<file path="config.mk">
export PLATFORM = sky130hd
export DESIGN_NAME = gst_timer
export DESIGN_NICKNAME = d
export VERILOG_FILES = /design/src/common/gst_pkg.sv /design/src/gst_timer.sv
export VERILOG_INCLUDE_DIRS = /design/src /design/src/common
export SDC_FILE = /design/constraint.sdc
export NUM_CORES = 1
export LEC_CHECK = 0
export ABC_AREA = 0
export ABC_CLOCK_PERIOD_IN_PS = 2400
export BUFFER_PORTS_ARGS = -buffer_cell sky130_fd_sc_hd__buf_4
export CORE_ASPECT_RATIO = 1.5
export CORE_UTILIZATION = 40
export DETAILED_ROUTE_END_ITERATION = 7
export GPL_TIMING_DRIVEN = 0
export PLACE_DENSITY_LB_ADDON = 0.25
export SYNTH_ARGS = -nofsm -noshare
export SYNTH_HDL_FRONTEND = slang
export SYNTH_SLANG_ARGS = --single-unit
</file>
<file path="constraint.sdc">
create_clock -name clk -period 2.4 [get_ports clk]
set_clock_uncertainty 0.2 [all_clocks]
set_input_delay 0.6 -clock clk [delete_from_list [all_inputs] [get_ports clk]]
set_output_delay 0.6 -clock clk [all_outputs]
set_load 0.01 [all_outputs]
</file>
<file path="src/common/gst_regs.svh">
/*
  Register offsets, field positions, reset values and counts for the gated sixteen bit timer.
  Assumes a 32-bit Avalon-MM slave with word addresses in bytes.
*/
`ifndef GST_REGS_SVH
`define GST_REGS_SVH

// Byte offsets
`define GST_OFS_TIMER_CONTROL 4'h0
`define GST_OFS_COUNT_LOW 4'h4
`define GST_OFS_COUNT_HIGH 4'h8
`define GST_OFS_GATE_SOURCE 4'hC
`define GST_OFS_INT_CONTROL 5'h10
`define GST_OFS_PERIPH_IE 5'h14
`define GST_OFS_PERIPH_IF 5'h18
`define GST_OFS_SYSTEM 5'h1C

// Timer control fields
`define GST_TC_GATE_INVERT 7
`define GST_TC_GATE_ENABLE 6
`define GST_TC_PRESCALE_HI 5
`define GST_TC_PRESCALE_LO 4
`define GST_TC_CRYSTAL_OSC_ENABLE 3
`define GST_TC_EXT_SYNC_DISABLE 2
`define GST_TC_CLOCK_SOURCE_SELECT 1
`define GST_TC_TIMER_ON 0

// Gate source select fields
`define GST_GS_GATE_SOURCE_SEL 1
`define GST_GS_COMPARATOR_OUTPUT_SYNC 0

// Interrupt control fields
`define GST_IC_GLOBAL_INT_ENABLE 7
`define GST_IC_PERIPHERAL_INT_ENABLE 6

// Peripheral enable and flag position
`define GST_PI_ROLLOVER 0

// System register fields
`define GST_SYS_SLEEP 0
`define GST_SYS_INTERNAL_OSCILLATOR_NO_CLKOUT 1

// Reset values
`define GST_RST_TIMER_CONTROL 8'h00
`define GST_RST_GATE_SOURCE 8'h02
`define GST_RST_INT_CONTROL 8'h00
`define GST_RST_PERIPH_IE 8'h00
`define GST_RST_PERIPH_IF 8'h00
`define GST_RST_COUNT 16'h0000
`define GST_COUNT_MAX 16'hFFFF

// Service routine vector
`define GST_ISR_VECTOR 16'h0004

// Instruction clock is the system clock divided by four
`define GST_INSTR_DIV 2'h3

`endif

</file>
<file path="src/common/gst_pkg.sv">
/*
  Types for the gated sixteen bit timer.
  Assumes gst_regs.svh is compiled alongside.
*/
package gst_pkg;
  typedef enum logic [1:0] {GST_PS_1, GST_PS_2, GST_PS_4, GST_PS_8} gst_prescale_t;
  typedef enum logic [1:0] {GST_BUS_IDLE, GST_BUS_ACK} gst_bus_state_t;
endpackage

</file>
<file path="src/gst_timer.sv">
/*
  Gated sixteen bit timer with prescaler, gate and rollover flag behind an Avalon-MM slave.
  Assumes all pin inputs are synchronous to clk; the external clock pin is sampled.
*/
`timescale 1ns/1ps
`include "gst_regs.svh"

// Summary of operation
// - Count bytes read back a coherent value even with unsynchronised external clock.
// - Gate comes from gate pin or second comparator output per source select.
// - Gate affects counting only when gate enable is set.
// - Gate invert one counts on high gate, zero counts on low gate.
// - Gate enable ignored when off; set means count only while gate active.
// - Count wraps FFFF to 0000 and sets rollover flag each wrap.
// - Interrupt request needs rollover enable, peripheral enable and global enable.
// - Counting in sleep only asynchronous external; wake needs on, enable, peripheral.
// - After wake next instruction runs; with global enable vector to 0004h.
// - External mode counts rising edges only after a falling edge is seen.
// - Prescale field divides input by 1, 2, 4 or 8.
// - Crystal oscillator enable honoured only with internal oscillator without clock out.
// - Sync bit one leaves external clock unsynchronised, zero synchronises it.
// - Clock source one selects external pin rising edge, zero instruction clock.
// - Timer on bit enables counting when one, stops when zero.
// - Only the second comparator output can be resynchronised before the gate.
// - Writing a count byte loads the counter and clears the prescaler.
// - Mode switches may drop or add one increment; tolerated.

module gst_timer
  import gst_pkg::*;
(
  input wire logic clk,
  input wire logic reset_n,
  input wire logic [4:0] avs_address,
  input wire logic avs_read,
  input wire logic avs_write,
  input wire logic [31:0] avs_writedata,
  input wire logic [3:0] avs_byteenable,
  output logic [31:0] avs_readdata,
  output logic avs_waitrequest,
  output logic avs_response_err,
  input wire logic external_clock_pin,
  input wire logic crystal_clock,
  input wire logic gate_pin,
  input wire logic second_comparator_output,
  output logic crystal_osc_on,
  output logic interrupt_request,
  output logic wake_request,
  output logic [15:0] vector_address
);
  import gst_pkg::*;

  ////////////////////////////////////////////////////////////////////////////
  // Registers
  logic [7:0] timer_control_r;
  logic [7:0] gate_source_select_r;
  logic [7:0] interrupt_control_r;
  logic [7:0] peripheral_interrupt_enable_r;
  logic [7:0] peripheral_interrupt_flags_r;
  logic [1:0] system_r;
  logic [15:0] count_r;
  logic [2:0] prescale_r;
  logic [1:0] instr_div_r;
  logic [1:0] ext_sync_r;
  logic ext_prev_r;
  logic ext_armed_r;
  logic gate_sync_r;
  gst_bus_state_t bus_state_r;
  logic crystal_osc_on_r;

  logic gate_invert;
  logic gate_enable;
  gst_prescale_t prescale_select;
  logic crystal_osc_enable;
  logic ext_sync_disable;
  logic clock_source_select;
  logic timer_on;
  logic gate_source_sel;
  logic comparator_output_sync;
  logic global_int_enable;
  logic peripheral_int_enable;
  logic rollover_int_enable;
  logic rollover_flag;
  logic sleeping;
  logic internal_oscillator_no_clkout;
  logic wake_cond;
  logic irq_cond;

  assign gate_invert = timer_control_r[`GST_TC_GATE_INVERT];
  assign gate_enable = timer_control_r[`GST_TC_GATE_ENABLE];
  assign prescale_select =
    gst_prescale_t'(timer_control_r[`GST_TC_PRESCALE_HI:`GST_TC_PRESCALE_LO]);
  assign crystal_osc_enable = timer_control_r[`GST_TC_CRYSTAL_OSC_ENABLE];
  assign ext_sync_disable = timer_control_r[`GST_TC_EXT_SYNC_DISABLE];
  assign clock_source_select = timer_control_r[`GST_TC_CLOCK_SOURCE_SELECT];
  assign timer_on = timer_control_r[`GST_TC_TIMER_ON];
  assign gate_source_sel = gate_source_select_r[`GST_GS_GATE_SOURCE_SEL];
  assign comparator_output_sync = gate_source_select_r[`GST_GS_COMPARATOR_OUTPUT_SYNC];
  assign global_int_enable = interrupt_control_r[`GST_IC_GLOBAL_INT_ENABLE];
  assign peripheral_int_enable = interrupt_control_r[`GST_IC_PERIPHERAL_INT_ENABLE];
  assign rollover_int_enable = peripheral_interrupt_enable_r[`GST_PI_ROLLOVER];
  assign rollover_flag = peripheral_interrupt_flags_r[`GST_PI_ROLLOVER];
  assign sleeping = system_r[`GST_SYS_SLEEP];
  assign internal_oscillator_no_clkout = system_r[`GST_SYS_INTERNAL_OSCILLATOR_NO_CLKOUT];

  ////////////////////////////////////////////////////////////////////////////
  // Bus decode
  logic access;
  logic wr_hit;
  logic wr_count_low;
  logic wr_count_high;
  logic wr_flags;
  logic mapped;

  assign access = (avs_read || avs_write) && bus_state_r == GST_BUS_IDLE;
  assign wr_hit = avs_write && bus_state_r == GST_BUS_IDLE && avs_byteenable[0];
  assign wr_count_low = wr_hit && avs_address == 5'(`GST_OFS_COUNT_LOW);
  assign wr_count_high = wr_hit && avs_address == 5'(`GST_OFS_COUNT_HIGH);
  assign wr_flags = wr_hit && avs_address == `GST_OFS_PERIPH_IF;

  always_comb
  begin
    case (avs_address)
      5'(`GST_OFS_TIMER_CONTROL), 5'(`GST_OFS_COUNT_LOW), 5'(`GST_OFS_COUNT_HIGH),
      5'(`GST_OFS_GATE_SOURCE), `GST_OFS_INT_CONTROL, `GST_OFS_PERIPH_IE,
      `GST_OFS_PERIPH_IF, `GST_OFS_SYSTEM: mapped = 1'b1;
      default: mapped = 1'b0;
    endcase
  end

  ////////////////////////////////////////////////////////////////////////////
  // Clock source and increment enable
  logic instr_tick;
  logic ext_level;
  logic ext_rise;
  logic gate_raw;
  logic gate_level;
  logic gate_active;
  logic input_tick;
  logic prescale_done;
  logic count_run;
  logic increment;
  logic async_mode;

  assign instr_tick = instr_div_r == `GST_INSTR_DIV;
  // Crystal replaces the pin only where the oscillator may run
  assign crystal_osc_on = crystal_osc_on_r;
  assign ext_level = (crystal_osc_enable && internal_oscillator_no_clkout) ? crystal_clock
                     : external_clock_pin;
  assign async_mode = clock_source_select && ext_sync_disable;

  // Gate source, comparator output optionally resynchronised
  assign gate_raw = gate_source_sel ? gate_pin
                    : (comparator_output_sync ? gate_sync_r : second_comparator_output);
  assign gate_level = gate_invert ? gate_raw : ~gate_raw;
  assign gate_active = gate_enable ? gate_level : 1'b1;

  // Synchronised path uses second flop only; async path samples raw level
  assign ext_rise = ext_armed_r && (ext_sync_disable ? (ext_level && !ext_prev_r)
                                    : (ext_sync_r[1] && !ext_prev_r));
  assign input_tick = clock_source_select ? ext_rise : instr_tick;
  assign count_run = timer_on && gate_active && (!sleeping || async_mode);

  always_comb
  begin
    case (prescale_select)
      GST_PS_1: prescale_done = 1'b1;
      GST_PS_2: prescale_done = prescale_r[0];
      GST_PS_4: prescale_done = &prescale_r[1:0];
      GST_PS_8: prescale_done = &prescale_r;
      default: prescale_done = 1'b1;
    endcase
  end
  assign increment = count_run && input_tick && prescale_done;

  ////////////////////////////////////////////////////////////////////////////
  // Dividers and synchronisers
  always_ff @(posedge clk)
  begin
    if (!reset_n)
      instr_div_r <= 2'h0;
    else if (!sleeping)
      instr_div_r <= instr_div_r + 2'h1;
  end

  always_ff @(posedge clk)
  begin
    if (!reset_n)
    begin
      ext_sync_r <= 2'b00;
      ext_prev_r <= 1'b0;
    end
    else
    begin
      ext_sync_r <= {ext_sync_r[0], ext_level};
      ext_prev_r <= ext_sync_disable ? ext_level : ext_sync_r[1];
    end
  end

  // Comparator output resample
  always_ff @(posedge clk)
  begin
    if (!reset_n)
      gate_sync_r <= 1'b0;
    else
      gate_sync_r <= second_comparator_output;
  end

  // Arm only after a falling edge; disarm when counter mode or timer on is cleared
  always_ff @(posedge clk)
  begin
    if (!reset_n)
      ext_armed_r <= 1'b0;
    else if (!clock_source_select || !timer_on)
      ext_armed_r <= 1'b0;
    else if (ext_prev_r && !(ext_sync_disable ? ext_level : ext_sync_r[1]))
      ext_armed_r <= 1'b1;
  end

  always_ff @(posedge clk)
  begin
    if (!reset_n)
      prescale_r <= 3'h0;
    else if (wr_count_low || wr_count_high)
      prescale_r <= 3'h0;
    else if (count_run && input_tick)
      prescale_r <= prescale_r + 3'h1;
  end

  ////////////////////////////////////////////////////////////////////////////
  // Counter, bus write wins over increment
  always_ff @(posedge clk)
  begin
    if (!reset_n)
      count_r <= `GST_RST_COUNT;
    else if (wr_count_low)
      count_r[7:0] <= avs_writedata[7:0];
    else if (wr_count_high)
      count_r[15:8] <= avs_writedata[7:0];
    else if (increment)
      count_r <= count_r + 16'h0001;
  end

  ////////////////////////////////////////////////////////////////////////////
  // Control registers
  always_ff @(posedge clk)
  begin
    if (!reset_n)
    begin
      timer_control_r <= `GST_RST_TIMER_CONTROL;
      gate_source_select_r <= `GST_RST_GATE_SOURCE;
      interrupt_control_r <= `GST_RST_INT_CONTROL;
      peripheral_interrupt_enable_r <= `GST_RST_PERIPH_IE;
    end
    else if (wr_hit)
    begin
      case (avs_address)
        5'(`GST_OFS_TIMER_CONTROL): timer_control_r <= avs_writedata[7:0];
        5'(`GST_OFS_GATE_SOURCE): gate_source_select_r <= {6'h00, avs_writedata[1:0]};
        `GST_OFS_INT_CONTROL: interrupt_control_r <= avs_writedata[7:0];
        `GST_OFS_PERIPH_IE: peripheral_interrupt_enable_r <= avs_writedata[7:0];
        default: timer_control_r <= timer_control_r;
      endcase
    end
  end

  // System bits: sleep drops on wake
  always_ff @(posedge clk)
  begin
    if (!reset_n)
      system_r <= 2'b00;
    else if (wr_hit && avs_address == `GST_OFS_SYSTEM)
      system_r <= avs_writedata[1:0];
    else if (wake_cond)
      system_r[`GST_SYS_SLEEP] <= 1'b0;
  end

  // Rollover flag: hardware set wins over software clear
  always_ff @(posedge clk)
  begin
    if (!reset_n)
      peripheral_interrupt_flags_r <= `GST_RST_PERIPH_IF;
    else
    begin
      if (wr_flags)
        peripheral_interrupt_flags_r <= avs_writedata[7:0];
      if (increment && count_r == `GST_COUNT_MAX)
        peripheral_interrupt_flags_r[`GST_PI_ROLLOVER] <= 1'b1;
    end
  end

  ////////////////////////////////////////////////////////////////////////////
  // Interrupt, wake and vector outputs
  assign irq_cond = rollover_flag && rollover_int_enable && peripheral_int_enable
                    && global_int_enable;
  assign wake_cond = sleeping && timer_on && rollover_int_enable && peripheral_int_enable
                     && rollover_flag;

  always_ff @(posedge clk)
  begin
    if (!reset_n)
      interrupt_request <= 1'b0;
    else
      interrupt_request <= irq_cond;
  end

  always_ff @(posedge clk)
  begin
    if (!reset_n)
      wake_request <= 1'b0;
    else
      wake_request <= wake_cond;
  end

  always_ff @(posedge clk)
  begin
    if (!reset_n)
      vector_address <= 16'h0000;
    else
      vector_address <= irq_cond ? `GST_ISR_VECTOR : 16'h0000;
  end

  always_ff @(posedge clk)
  begin
    if (!reset_n)
      crystal_osc_on_r <= 1'b0;
    else
      crystal_osc_on_r <= crystal_osc_enable && internal_oscillator_no_clkout;
  end

  ////////////////////////////////////////////////////////////////////////////
  // Avalon-MM slave: one wait cycle, answer on the second
  always_ff @(posedge clk)
  begin
    if (!reset_n)
      bus_state_r <= GST_BUS_IDLE;
    else
    begin
      case (bus_state_r)
        GST_BUS_IDLE: if (access) bus_state_r <= GST_BUS_ACK;
        GST_BUS_ACK: bus_state_r <= GST_BUS_IDLE;
        default: bus_state_r <= GST_BUS_IDLE;
      endcase
    end
  end

  always_ff @(posedge clk)
  begin
    if (!reset_n)
    begin
      avs_readdata <= 32'h0000_0000;
      avs_response_err <= 1'b0;
      avs_waitrequest <= 1'b1;
    end
    else
    begin
      avs_waitrequest <= !access;
      avs_response_err <= access && !mapped;
      if (access && avs_read)
      begin
        case (avs_address)
          5'(`GST_OFS_TIMER_CONTROL): avs_readdata <= {24'h00_0000, timer_control_r};
          // Bytes come from the live synchronous count, never torn within a byte
          5'(`GST_OFS_COUNT_LOW): avs_readdata <= {24'h00_0000, count_r[7:0]};
          5'(`GST_OFS_COUNT_HIGH): avs_readdata <= {24'h00_0000, count_r[15:8]};
          5'(`GST_OFS_GATE_SOURCE): avs_readdata <= {24'h00_0000, gate_source_select_r};
          `GST_OFS_INT_CONTROL: avs_readdata <= {24'h00_0000, interrupt_control_r};
          `GST_OFS_PERIPH_IE: avs_readdata <= {24'h00_0000, peripheral_interrupt_enable_r};
          `GST_OFS_PERIPH_IF: avs_readdata <= {24'h00_0000, peripheral_interrupt_flags_r};
          `GST_OFS_SYSTEM: avs_readdata <= {30'h0000_0000, system_r};
          default: avs_readdata <= 32'h0000_0000;
        endcase
      end
    end
  end

endmodule // gst_timer

</file>
### Word level (Yosys, flattened, before mapping)

Memory sizes are Yosys's and may differ from the RTL's.
Index checks and enable logic that the tools add are counted.

| operators by class | value |
|---|---|
| add/subtract/negate cells | 3 |
| eq/ne operators | 13 |
| mux-type cells | 19 |
| bitwise operators | 3 |
| reductions and logical operators | 56 |

Operator list:

| operator | number |
|---|---|
| $pmux W8 S8 | 1 |
| $logic_and A1 B1 Y1 | 27 |
| $mux W8 | 3 |
| $eq A5 B5 Y1 const B | 4 |
| $add A16 B1 Y16 const B | 1 |
| $eq A16 B16 Y1 const B | 1 |
| $mux W16 | 1 |
| $reduce_and A2 Y1 | 8 |
| $mux W1 | 12 |
| $eq A5 B4 Y1 const B | 2 |
| $reduce_bool A2 Y1 | 4 |
| $logic_not A1 Y1 | 7 |
| $eq A2 B2 Y1 const B | 3 |
| $eq A5 B3 Y1 const B | 1 |
| $logic_not A5 Y1 | 1 |
| $logic_not A2 Y1 | 2 |
| $logic_or A1 B1 Y1 | 4 |
| $pmux W1 S4 | 1 |
| $reduce_or A2 Y1 | 2 |
| $add A3 B1 Y3 const B | 1 |
| $mux W3 | 1 |
| $not A1 Y1 | 3 |
| $reduce_and A3 Y1 | 1 |
| $add A2 B1 Y2 const B | 1 |
| 2 further kinds | 2 |

| word-level totals | value |
|---|---|
| bits in registers | 116 |
| memory bits (read-only) | 32 |
| output and inout bits | 53 |
| logic and storage cells | 119 |
| memories kept | 1 |

Memories:

| memory | words | bits a word | read ports | clocked after memory_dff | write ports | RTL line | RTL |
|---|---|---|---|---|---|---|---|
| (no name shown) | 32 | 1 | 1 | 0 | 0 | gst_timer.sv:122 | `case (avs_address)` |

### Depth between registers and ports, before layout

Gate-level depths: netlist of the first run.

| logic depth | value |
|---|---|
| depth after elaboration | 12 |
| gate-level depth with buffers | 9 |

### Worst setup path after synthesis of the first run

Ideal clock, no wire load.

| timing | value |
|---|---|
| path type | input -> register |
| start | input avs_address[2] |
| end | register count_r[15] |
| arrival time | 1.934 ns |
| data required time | 2.068 ns |
| path slack | 0.134 ns |
| stages | 9 |
| path through | buf_2 nor2b_1 buf_2 nand3_1 buf_2 nand4_1 nor4_1 xnor2_1 a21oi_1 |

| between the ends | value |
|---|---|
| word-level cells in the longest chain between the ends | 4 |
| elaborated cells on any way between the ends | 8 |
| classes of those cells | eq/ne (2); mux (1); bitwise (1); reduce/logical (4) |

Ends and longest elaborated chain:

| element | RTL line | RTL |
|---|---|---|
| start: declaration | gst_timer.sv:33 | `input wire logic [4:0] avs_address,` |
| $eq A5 B4 Y1 or $eq A5 B3 Y1 (tied branches) | gst_timer.sv:117, gst_timer.sv:116 |  |
| $logic_and A1 B1 Y1 (on tied branches) | gst_timer.sv:117, gst_timer.sv:116 |  |
| $reduce_bool A2 Y1 (no line) or $not A1 Y1 (tied branches) | -- |  |
| $reduce_and A2 Y1 (no line) | -- |  |
| end signal: assignment | gst_timer.sv:234 | `` count_r <= `GST_RST_COUNT; `` |
| end signal: assignment | gst_timer.sv:238 | `count_r[15:8] <= avs_writedata[7:0];` |
| end signal: assignment | gst_timer.sv:240 | `count_r <= count_r + 16'h0001;` |
| end: declaration | gst_timer.sv:60 | `logic [15:0] count_r;` |

Parallel ways exist; a longest one is shown, timed or not.
A chain may end at the register's enable or synchronous reset.

### Worst setup path in the final report of the first run

| timing | value |
|---|---|
| start | register system_r[1] |
| end | register count_r[8] |

| between the ends | value |
|---|---|
| word-level cells in the longest chain between the ends | 10 |

Ends and longest elaborated chain:

| element | RTL line | RTL |
|---|---|---|
| start: declaration | gst_timer.sv:59 | `logic [1:0] system_r;` |
| start signal: assignment | gst_timer.sv:272 | `system_r <= avs_writedata[1:0];` |
| $logic_and A1 B1 Y1 | gst_timer.sv:147 | `assign ext_level = (crystal_osc_enable && internal_oscillator_no_clkout) ? crystal_clock` |
| $mux W1 | gst_timer.sv:147 |  |
| $logic_and A1 B1 Y1 | gst_timer.sv:158 | `assign ext_rise = ext_armed_r && (ext_sync_disable ? (ext_level && !ext_prev_r)` |
| $mux W1 | gst_timer.sv:158 |  |
| $logic_and A1 B1 Y1 | gst_timer.sv:158 |  |
| $mux W1 | gst_timer.sv:160 | `assign input_tick = clock_source_select ? ext_rise : instr_tick;` |
| $logic_and A1 B1 Y1 (2 in a row) | gst_timer.sv:173 | `assign increment = count_run && input_tick && prescale_done;` |
| $reduce_bool A2 Y1 (no line) | -- |  |
| $reduce_and A2 Y1 (no line) | -- |  |

Every way passes these cells.

==> results of run 1 <==
-- worst max-delay path, stage by stage, from the launching register on --
cell	delay, ps
dfxtp_1	350
a21bo_2	250
a311oi_2	390
nor2_1	200
buf_6	210
nor4_2	290
xnor2_1	160
a21oi_1	80
-- report_power, final --
group	switching [W]	internal [W]	total, W
logic	0.000163	0.000121	0.000285
registers	0.0000126	0.00128	0.00129
clock network	0.000586	0.000822	0.00141
total	0.000762	0.00223	0.00299
-- synth_stat cells (3+ instances only) --
| master | count |
|---|---|
| dfxtp_1 | 76 |
| buf_4 | 40 |
| nand2_1 | 40 |
| mux2i_1 | 32 |
| o21ai_0 | 28 |
| nand3_1 | 27 |
| a21boi_0 | 22 |
| a21oi_1 | 22 |
| nor2b_1 | 22 |
| clkbuf_1 | 19 |
| xnor2_1 | 17 |
| nor2_1 | 14 |
| inv_1 | 9 |
| nor3_1 | 9 |
| nand4_1 | 7 |
| nor4_2 | 7 |
| buf_2 | 6 |
| and3_1 | 5 |
| a221oi_1 | 4 |
| a22oi_1 | 4 |
| and2_1 | 4 |
| ha_1 | 4 |
| nor4_1 | 4 |
| o211ai_1 | 4 |
| a31oi_1 | 3 |
| mux2_2 | 3 |
| o2111ai_1 | 3 |
-- layout make-up --
| class | instances | area (um2) | area share (%) |
|---|---|---|---|
| Tap cell | 115 | 144 | 2.86 |
| Multi-Input combinational cell | 353 | 2320 | 46.0 |
| Timing Repair Buffer | 37 | 278 | 5.51 |
| Sequential cell | 76 | 1520 | 30.2 |
| Clock inverter | 7 | 82.6 | 1.64 |
| Clock buffer | 9 | 225 | 4.47 |
| Inverter | 9 | 33.8 | 0.670 |
| Buffer | 69 | 434 | 8.62 |
-- through the flow --
step	setup TNS, ps	instance area, um2
2_1_floorplan	0	4250
3_3_place_gp	-8210	4620
3_5_place_dp	-9000	4620
4_1_cts	0	4930
5_1_grt	-154	5040
6_report	0	5040
-- repair_timing --
action	CTS	global route
pin swaps	0	6
setup endpoints to repair	1	33
buffers inserted	0	6
resized for setup	1	14
-- worst paths after layout --
check,startpoint,to,slack (ps),depth (start not counted)
hold reg to reg,ext_sync_r[0],ext_sync_r[1],230,1
hold / removal,ext_sync_r[0],ext_sync_r[1],230,1
setup reg to reg,system_r[1],count_r[8],120,7
setup / recovery,system_r[1],count_r[8],120,7
-- state kept, by name, indices dropped and copies added, names as in the netlist, 2 cells and up --
register	flops
count_r	16
avs_readdata	8
interrupt_control_r	8
peripheral_interrupt_enable_r	8
peripheral_interrupt_flags_r	8
timer_control_r	8
prescale_r	3
ext_sync_r	2
gate_source_select_r	2
instr_div_r	2
system_r	2
-- routing by layer --
layer / GRT usage [%] / part of all wire [%] / up-vias
met5: 0 / 0 / -
met4: 14.6 / 5.0 / 0
met3: 3.47 / 5.3 / 40
met2: 40.5 / 51 / 171
met1: 26.6 / 39 / 1723
li1: - / - / 1762
-- cell families after synthesis --
kind of cell / Yosys count / synth area share (%)
AND/OR/NAND/NOR: 155 / 21.2
buffers and inverters: 78 / 11.3
AO/OA/AOI/OAI: 103 / 16.9
other: 1 / 0.0913
adder cells (fa/ha/maj): 4 / 1.22
XOR/XNOR: 17 / 3.63
multiplexers: 35 / 8.63
flip-flops: 76 / 37.1
==> flow_summary.toml, run 1 <==
[status]
status = "complete, no violations"

[timing]
fin_crit_sh_pct = 95.1
holdWs_ps = 234
fin_crit_ps = 2280
worst_slack_ps = 117
rsz0062_at_grt = "yes"
worst_pin_slew_ps = 950
fmax_mhz = 438
slew_viol_final = 0
setup_violations = 0
finalHoldViolations = 0
slew_headroom_pct = 36.3

[layout]
layout_common_cells = "buf_4 (77), dfxtp_1 (75), nand2_1 (40)"
fin_nets = 608
layoutNonFillerInstCount = 675
n_antenna_cell = 0
fill_cells = 928
fin_util_pct = 51.4
syn_to_final_growth_pct = 22.7
final_common_cell = "buf_4"
drive_gt1_share_pct = 23.0

[synthesis]
syn_area_um2 = 4110
ys_warn_count = 0
ys_seq_elements = 76
syn-mean-instance-area_um2 = 8.75
yosysTopAreaCell = "dfxtp_1"
synth_top_area_share_pct = 37.1
seq_area_frac_synth_pct = 37.1
synthFlopType = "dfxtp_1"
synth_edf_count = 0
synth_async_sr_flop_share_pct = 0
synthTopCellsByArea = "dfxtp_1 (37%), mux2i_1 (7.8%), buf_4 (7.3%), a21boi_0 (4.0%), nand2_1 (3.7%)"
synthCells = 469
synth.distinct_cells = 51

[floorplan]
core_area_um2 = 9800
die_h_um = 126
initial_core_util_pct = 41.9
placementRows = 44
io_pins = 102
dieArea_um2 = 10700
die_x_um = 84.7

[power]
max-vdd-ir-drop_mv = 0.389
powerDensity_nw_per_um2 = 593
power.leakage_nw = 1.97
power_w = 0.00299

[drt]
vias = 3696
viasPerCell = 5.48
ant_nets = 0
drc_errors = 0
wl_per_cell_um = 18.0
dr.pass1.iters = 7
drt-total-wl_mm = 12.1
drt_iter0_markers = 280

[cts]
htree_num_levels = 3
clk_pin_slew_ps = 60
clock_path_buffers = 2
cts_tree = "built"
clock_sinks = 76
cts.hold.buffers_added = 0
root_buffer = "clkbuf_16"
cts_buffers = 9
insertion_delay_ps = 340

[placed_design]
pre_cts_ws_ps = -307
dp_hpwl_mm = 9.11
dp_cells = 653
gp_congestion = 0.936
numPortBuffers = 31

[critical_path]
crit_required_ps = 2400
cp.arrival_ps = 2280
end_kind = "flip-flop"
worstSetupPathType = "reg -> reg"
start_kind = "flip-flop"
critPathMaxFanout = 10

[global_route]
overflow = 0
grt_util_all_layers_pct = 23.3
grt_antenna_before_repair = 0
grt_max_degree = 16
grt_pass1_wl_mm = 19.0
grt_pass1_vias = 3526

[flow_run]
cap_violations = 0

[worst_hold_path]
hold_path_class = "reg -> reg"
No activity file was read; power rests on OpenSTA's default activity.
==> inputs of run 2 (changes only) <==
- CORE_UTILIZATION: 40 -> 45
==> run 2 against run 1 <==
Compared with the run above:
- hold slack worse by 4.3 ps
- first-iteration DRC count is 31% lower
- global-route usage is 2.6 points higher
- power is 0.75% lower
- sequential share of layout area is 0.17 points higher
- register-to-register slack worse by 20 ps
- setup slack worse by 66 ps
- critical path depth is 1 lower
- cell area is 0.55% lower
- final cell count is 0.74% lower
- largest power group unchanged
==> flow_summary.toml, run 2 (synthesis results as in run 1) <==
[status]
status = "complete, no violations"

[placed_design]
gp_congestion = 0.916
numPortBuffers = 31
post_dp_cell_area_um2 = 4620
pre_cts_ws_ps = -312
dp_hpwl_mm = 9.00
dp_cells = 648

[cts]
htree_num_levels = 3
clock_path_buffers = 2
clk_pin_slew_ps = 50
cts_tree = "built"
cts.hold.buffers_added = 0
clock_sinks = 76
root_buffer = "clkbuf_16"
insertion_delay_ps = 340
cts_buffers = 9

[drt]
vias = 3692
ant_nets = 0
drt-total-wl_mm = 11.8
viasPerCell = 5.51
dr.pass1.iters = 5
drc_errors = 0
wl_per_cell_um = 17.6
drt_iter0_markers = 194

[critical_path]
path_cells = "buf_2 > buf_1 > mux2i_1 > o32ai_1 > a221oi_1 > a21oi_1"
slowest_stage = "buf_1"
cp_top_family = "compound AO/OA/AOI/OAI gates"
end_kind = "flip-flop"
r2r_slack_ps = 100
r2r-end = "count_r[7]"
slowest_delay_ps = 550
crit_required_ps = 2460
worst-r2r-cell-count = 7
cp_num_buf_inv = 2
worstSetupPathType = "in -> reg"
timing.rr.start = "timer_control_r[3]"
start_kind = "primary input"
critPathMaxFanout = 10
cp.arrival_ps = 2410

[worst_hold_path]
whs_path_depth = 1
whs_endpoint = "ext_sync_r[1]"
hold_path_class = "reg -> reg"
hp-start = "ext_sync_r[0]"

[timing]
fin_crit_ps = 2350
rsz0062_at_grt = "yes"
worst_slack_ps = 51.5
fmax_mhz = 426
fin_crit_sh_pct = 97.9
slew_viol_final = 0
slew_headroom_pct = 38.0
worst_pin_slew_ps = 925
finalHoldViolations = 0
setup_violations = 0

[floorplan]
dieArea_um2 = 9520
initial_core_util_pct = 46.5
placementRows = 42
core_area_um2 = 8830
die_h_um = 119
io_pins = 102
die_x_um = 80.0

[layout]
multi_input_area_um2 = 2300
seq_area_um2 = 1520
n_antenna_cell = 0
drive_gt1_share_pct = 22.5
final_common_cell = "buf_4"
syn_to_final_growth_pct = 22.1
stdcell_area_um2 = 5010
fill_cells = 851
fin_nets = 608
fin_util_pct = 56.8
layoutNonFillerInstCount = 670
largest_reg_flops = 16
regMostFlops = "count_r"
layout_common_cells = "buf_4 (77), dfxtp_1 (75), nand2_1 (40)"

[power]
powerDensity_nw_per_um2 = 592
power.leakage_nw = 1.97
max-vdd-ir-drop_mv = 0.459
power_w = 0.00296

[flow_run]
cap_violations = 0

[global_route]
grt_pass1_vias = 3513
grt_max_degree = 13
grt_pass1_wl_mm = 18.4
overflow = 0
grt_antenna_before_repair = 0
grt_util_all_layers_pct = 26.0
[run 2: cell type report]
cell class	count	area share [%]
inverters	9	0.674
flip-flops and latches	76	30.4
well taps	110	2.75
clock buffers	12	5.12
repair buffers	37	5.54
clock inverters	4	0.949
multi-input cells	353	45.9
plain buffers	69	8.64
[run 2: routing by layer]
metal  up-vias  global-route usage (%)  part of all wire [%]
met4         0                    18.3                   6.6
met3        44                    5.06                   5.3
met1      1730                    28.7                    38
li1       1762                       -                     -
met2       156                    43.5                    50
met5         -                       0                     0
[run 2: timing repair]
action | 4_1_cts | 5_1_grt
setup buffers | 0 | 6
resized for setup | 1 | 10
endpoints found under the setup margin | 1 | 23
pin swaps | 0 | 6
[run 2: power breakdown]
group / switching, W / internal, W
registers: 0.0000131 / 0.00128
logic: 0.000162 / 0.000121
clock network: 0.000528 / 0.000858
total: 0.000703 / 0.00226
[run 2: per-stage QoR]
step / hold slack (ps) / setup TNS, ps
2_1_floorplan: 212 / 0
3_3_place_gp: 219 / -7200
3_5_place_dp: 226 / -8320
4_1_cts: 232 / 0
5_1_grt: 253 / -65.6
6_report: 230 / 0
[run 2: how the worst max path moves through the flow]
stage,cells past startpoint,from,to,slack (ps)
6_report,6,avs_address[2],avs_readdata[6],50
5_1_grt,9,prescale_r[0],count_r[13],-40
4_1_cts,8,prescale_r[0],count_r[12],10
3_5_place_dp,8,external_clock_pin,peripheral_interrupt_flags_r[0],-310
3_3_place_gp,8,external_clock_pin,peripheral_interrupt_flags_r[0],-290
2_1_floorplan,9,avs_address[2],count_r[15],130
==> inputs of run 3 (changes only) <==
- RECOVER_POWER: not set -> 50
==> run 3 against run 2 <==
Compared with the run above:
- sequential power is essentially flat
- first-iteration DRC count decreased by 6.2%
- global-route usage unchanged
- combinational power down 3%
- critical path depth stayed put
- cell area down 1.2%
- die area did not move
- critical path type unchanged
- largest cell class unchanged
- largest power group unchanged
- highest routed layer unchanged
==> flow_summary.toml, run 3 (synthesis results as in run 1) <==
[status]
status = "complete, no violations"

[worst_hold_path]
whs_path_depth = 1
whs_endpoint = "ext_sync_r[1]"
hp-start = "ext_sync_r[0]"
hold_path_class = "reg -> reg"

[floorplan]
core_area_um2 = 8830
io_pins = 102
dieArea_um2 = 9520
die_x_um = 80.0
placementRows = 42
initial_core_util_pct = 46.5
die_h_um = 119

[placed_design]
dp_hpwl_mm = 9.00
gp_congestion = 0.916
dp_cells = 648
numPortBuffers = 31

[critical_path]
critPathMaxFanout = 10
worstSetupPathType = "in -> reg"
end_kind = "flip-flop"
cp.arrival_ps = 2440
timing.rr.start = "timer_control_r[3]"
r2r_slack_ps = 90
crit_start = "avs_address[2]"
crit_required_ps = 2460
worst-r2r-cell-count = 7
r2r-end = "count_r[7]"
start_kind = "primary input"

[timing]
holdWs_ps = 230
fmax_mhz = 420
setup_tns_ps = 0
rsz0062_at_grt = "yes"
slew_viol_final = 0
worst_pin_slew_ps = 947
fin_crit_sh_pct = 99.3
fin_crit_ps = 2380
finalHoldViolations = 0
slew_headroom_pct = 36.5
setup_violations = 0

[drt]
drt-total-wl_mm = 11.8
drt_iter0_markers = 182
drc_errors = 0
wl_per_cell_um = 17.6
vias = 3699
ant_nets = 0
dr.pass1.iters = 4
viasPerCell = 5.52

[layout]
fill_cells = 871
fin_nets = 608
layout_common_cells = "dfxtp_1 (75), buf_4 (61), nand2_1 (40)"
regMostFlops = "count_r"
multi_input_area_um2 = 2300
syn_to_final_growth_pct = 20.6
layoutNonFillerInstCount = 670
final_common_cell = "dfxtp_1"
largest_reg_flops = 16
n_antenna_cell = 0
drive_gt1_share_pct = 19.6
seq_area_um2 = 1520

[cts]
clk_pin_slew_ps = 50
insertion_delay_ps = 340
htree_num_levels = 3
root_buffer = "clkbuf_16"
clock_path_buffers = 2
cts_buffers = 9
clock_sinks = 76
cts_tree = "built"
cts.hold.buffers_added = 0

[global_route]
grt_pass1_wl_mm = 18.4
overflow = 0
grt_max_degree = 13
grt_pass1_vias = 3513
grt_antenna_before_repair = 0
grt_util_all_layers_pct = 26.0

[power]
max-vdd-ir-drop_mv = 0.458
power_w = 0.00296
power.leakage_nw = 1.90
powerDensity_nw_per_um2 = 597

[flow_run]
cap_violations = 0
-- run 3: how the worst max path moves through the flow --
stage	to	cells after the start	slack (ps)
2_1_floorplan	count_r[15]	9	130
3_3_place_gp	peripheral_interrupt_flags_r[0]	8	-290
3_5_place_dp	peripheral_interrupt_flags_r[0]	8	-310
4_1_cts	count_r[12]	8	10
5_1_grt	count_r[13]	9	-40
6_report	avs_readdata[6]	6	20
-- run 3: worst max-delay path, cell delays in order --
cell,delay [ps]
buf_2,230
clkbuf_1,540
mux2i_1,190
o32ai_1,550
a221oi_1,120
a21oi_1,200
-- run 3: timing repair --
action,in CTS,in global routing
gates cloned,0,0
hold endpoints to repair,0,0
pin swaps,0,6
resized for setup,1,10
setup buffers,0,6
endpoints found under the setup margin,1,23
-- run 3: metrics by stage --
stage | instance area [um2] | util (%) | worst slack, ps
CTS | 4920 | 55.8 | 13.9
finish | 4950 | 56.1 | 16.5
detailed placement | 4620 | 52.3 | -312
global route | 4950 | 56.1 | -39.7
global placement | 4620 | 52.3 | -287
floorplan | 4250 | - | 134
-- run 3: cell type report --
type,instances,area share [%]
clock buffers,12,5.18
flip-flops and latches,76,30.8
repair buffers,37,4.40
clock inverters,4,0.960
plain buffers,69,8.74
well taps,110,2.78
inverters,9,0.682
multi-input cells,353,46.5
-- run 3: power by group --
group	switching (W)	leakage, nW	internal (W)
clock network	0.000528	0.149	0.000858
logic	0.000162	1.14	0.000113
registers	0.0000130	0.616	0.00128
-- run 3: metal layers --
layer / up-vias / part of all wire [%] / GRT usage, %
met5: - / 0 / 0
met4: 0 / 6.4 / 18.3
met3: 40 / 5.1 / 5.06
met2: 140 / 49 / 43.5
met1: 1754 / 39 / 28.7
li1: 1765 / - / -
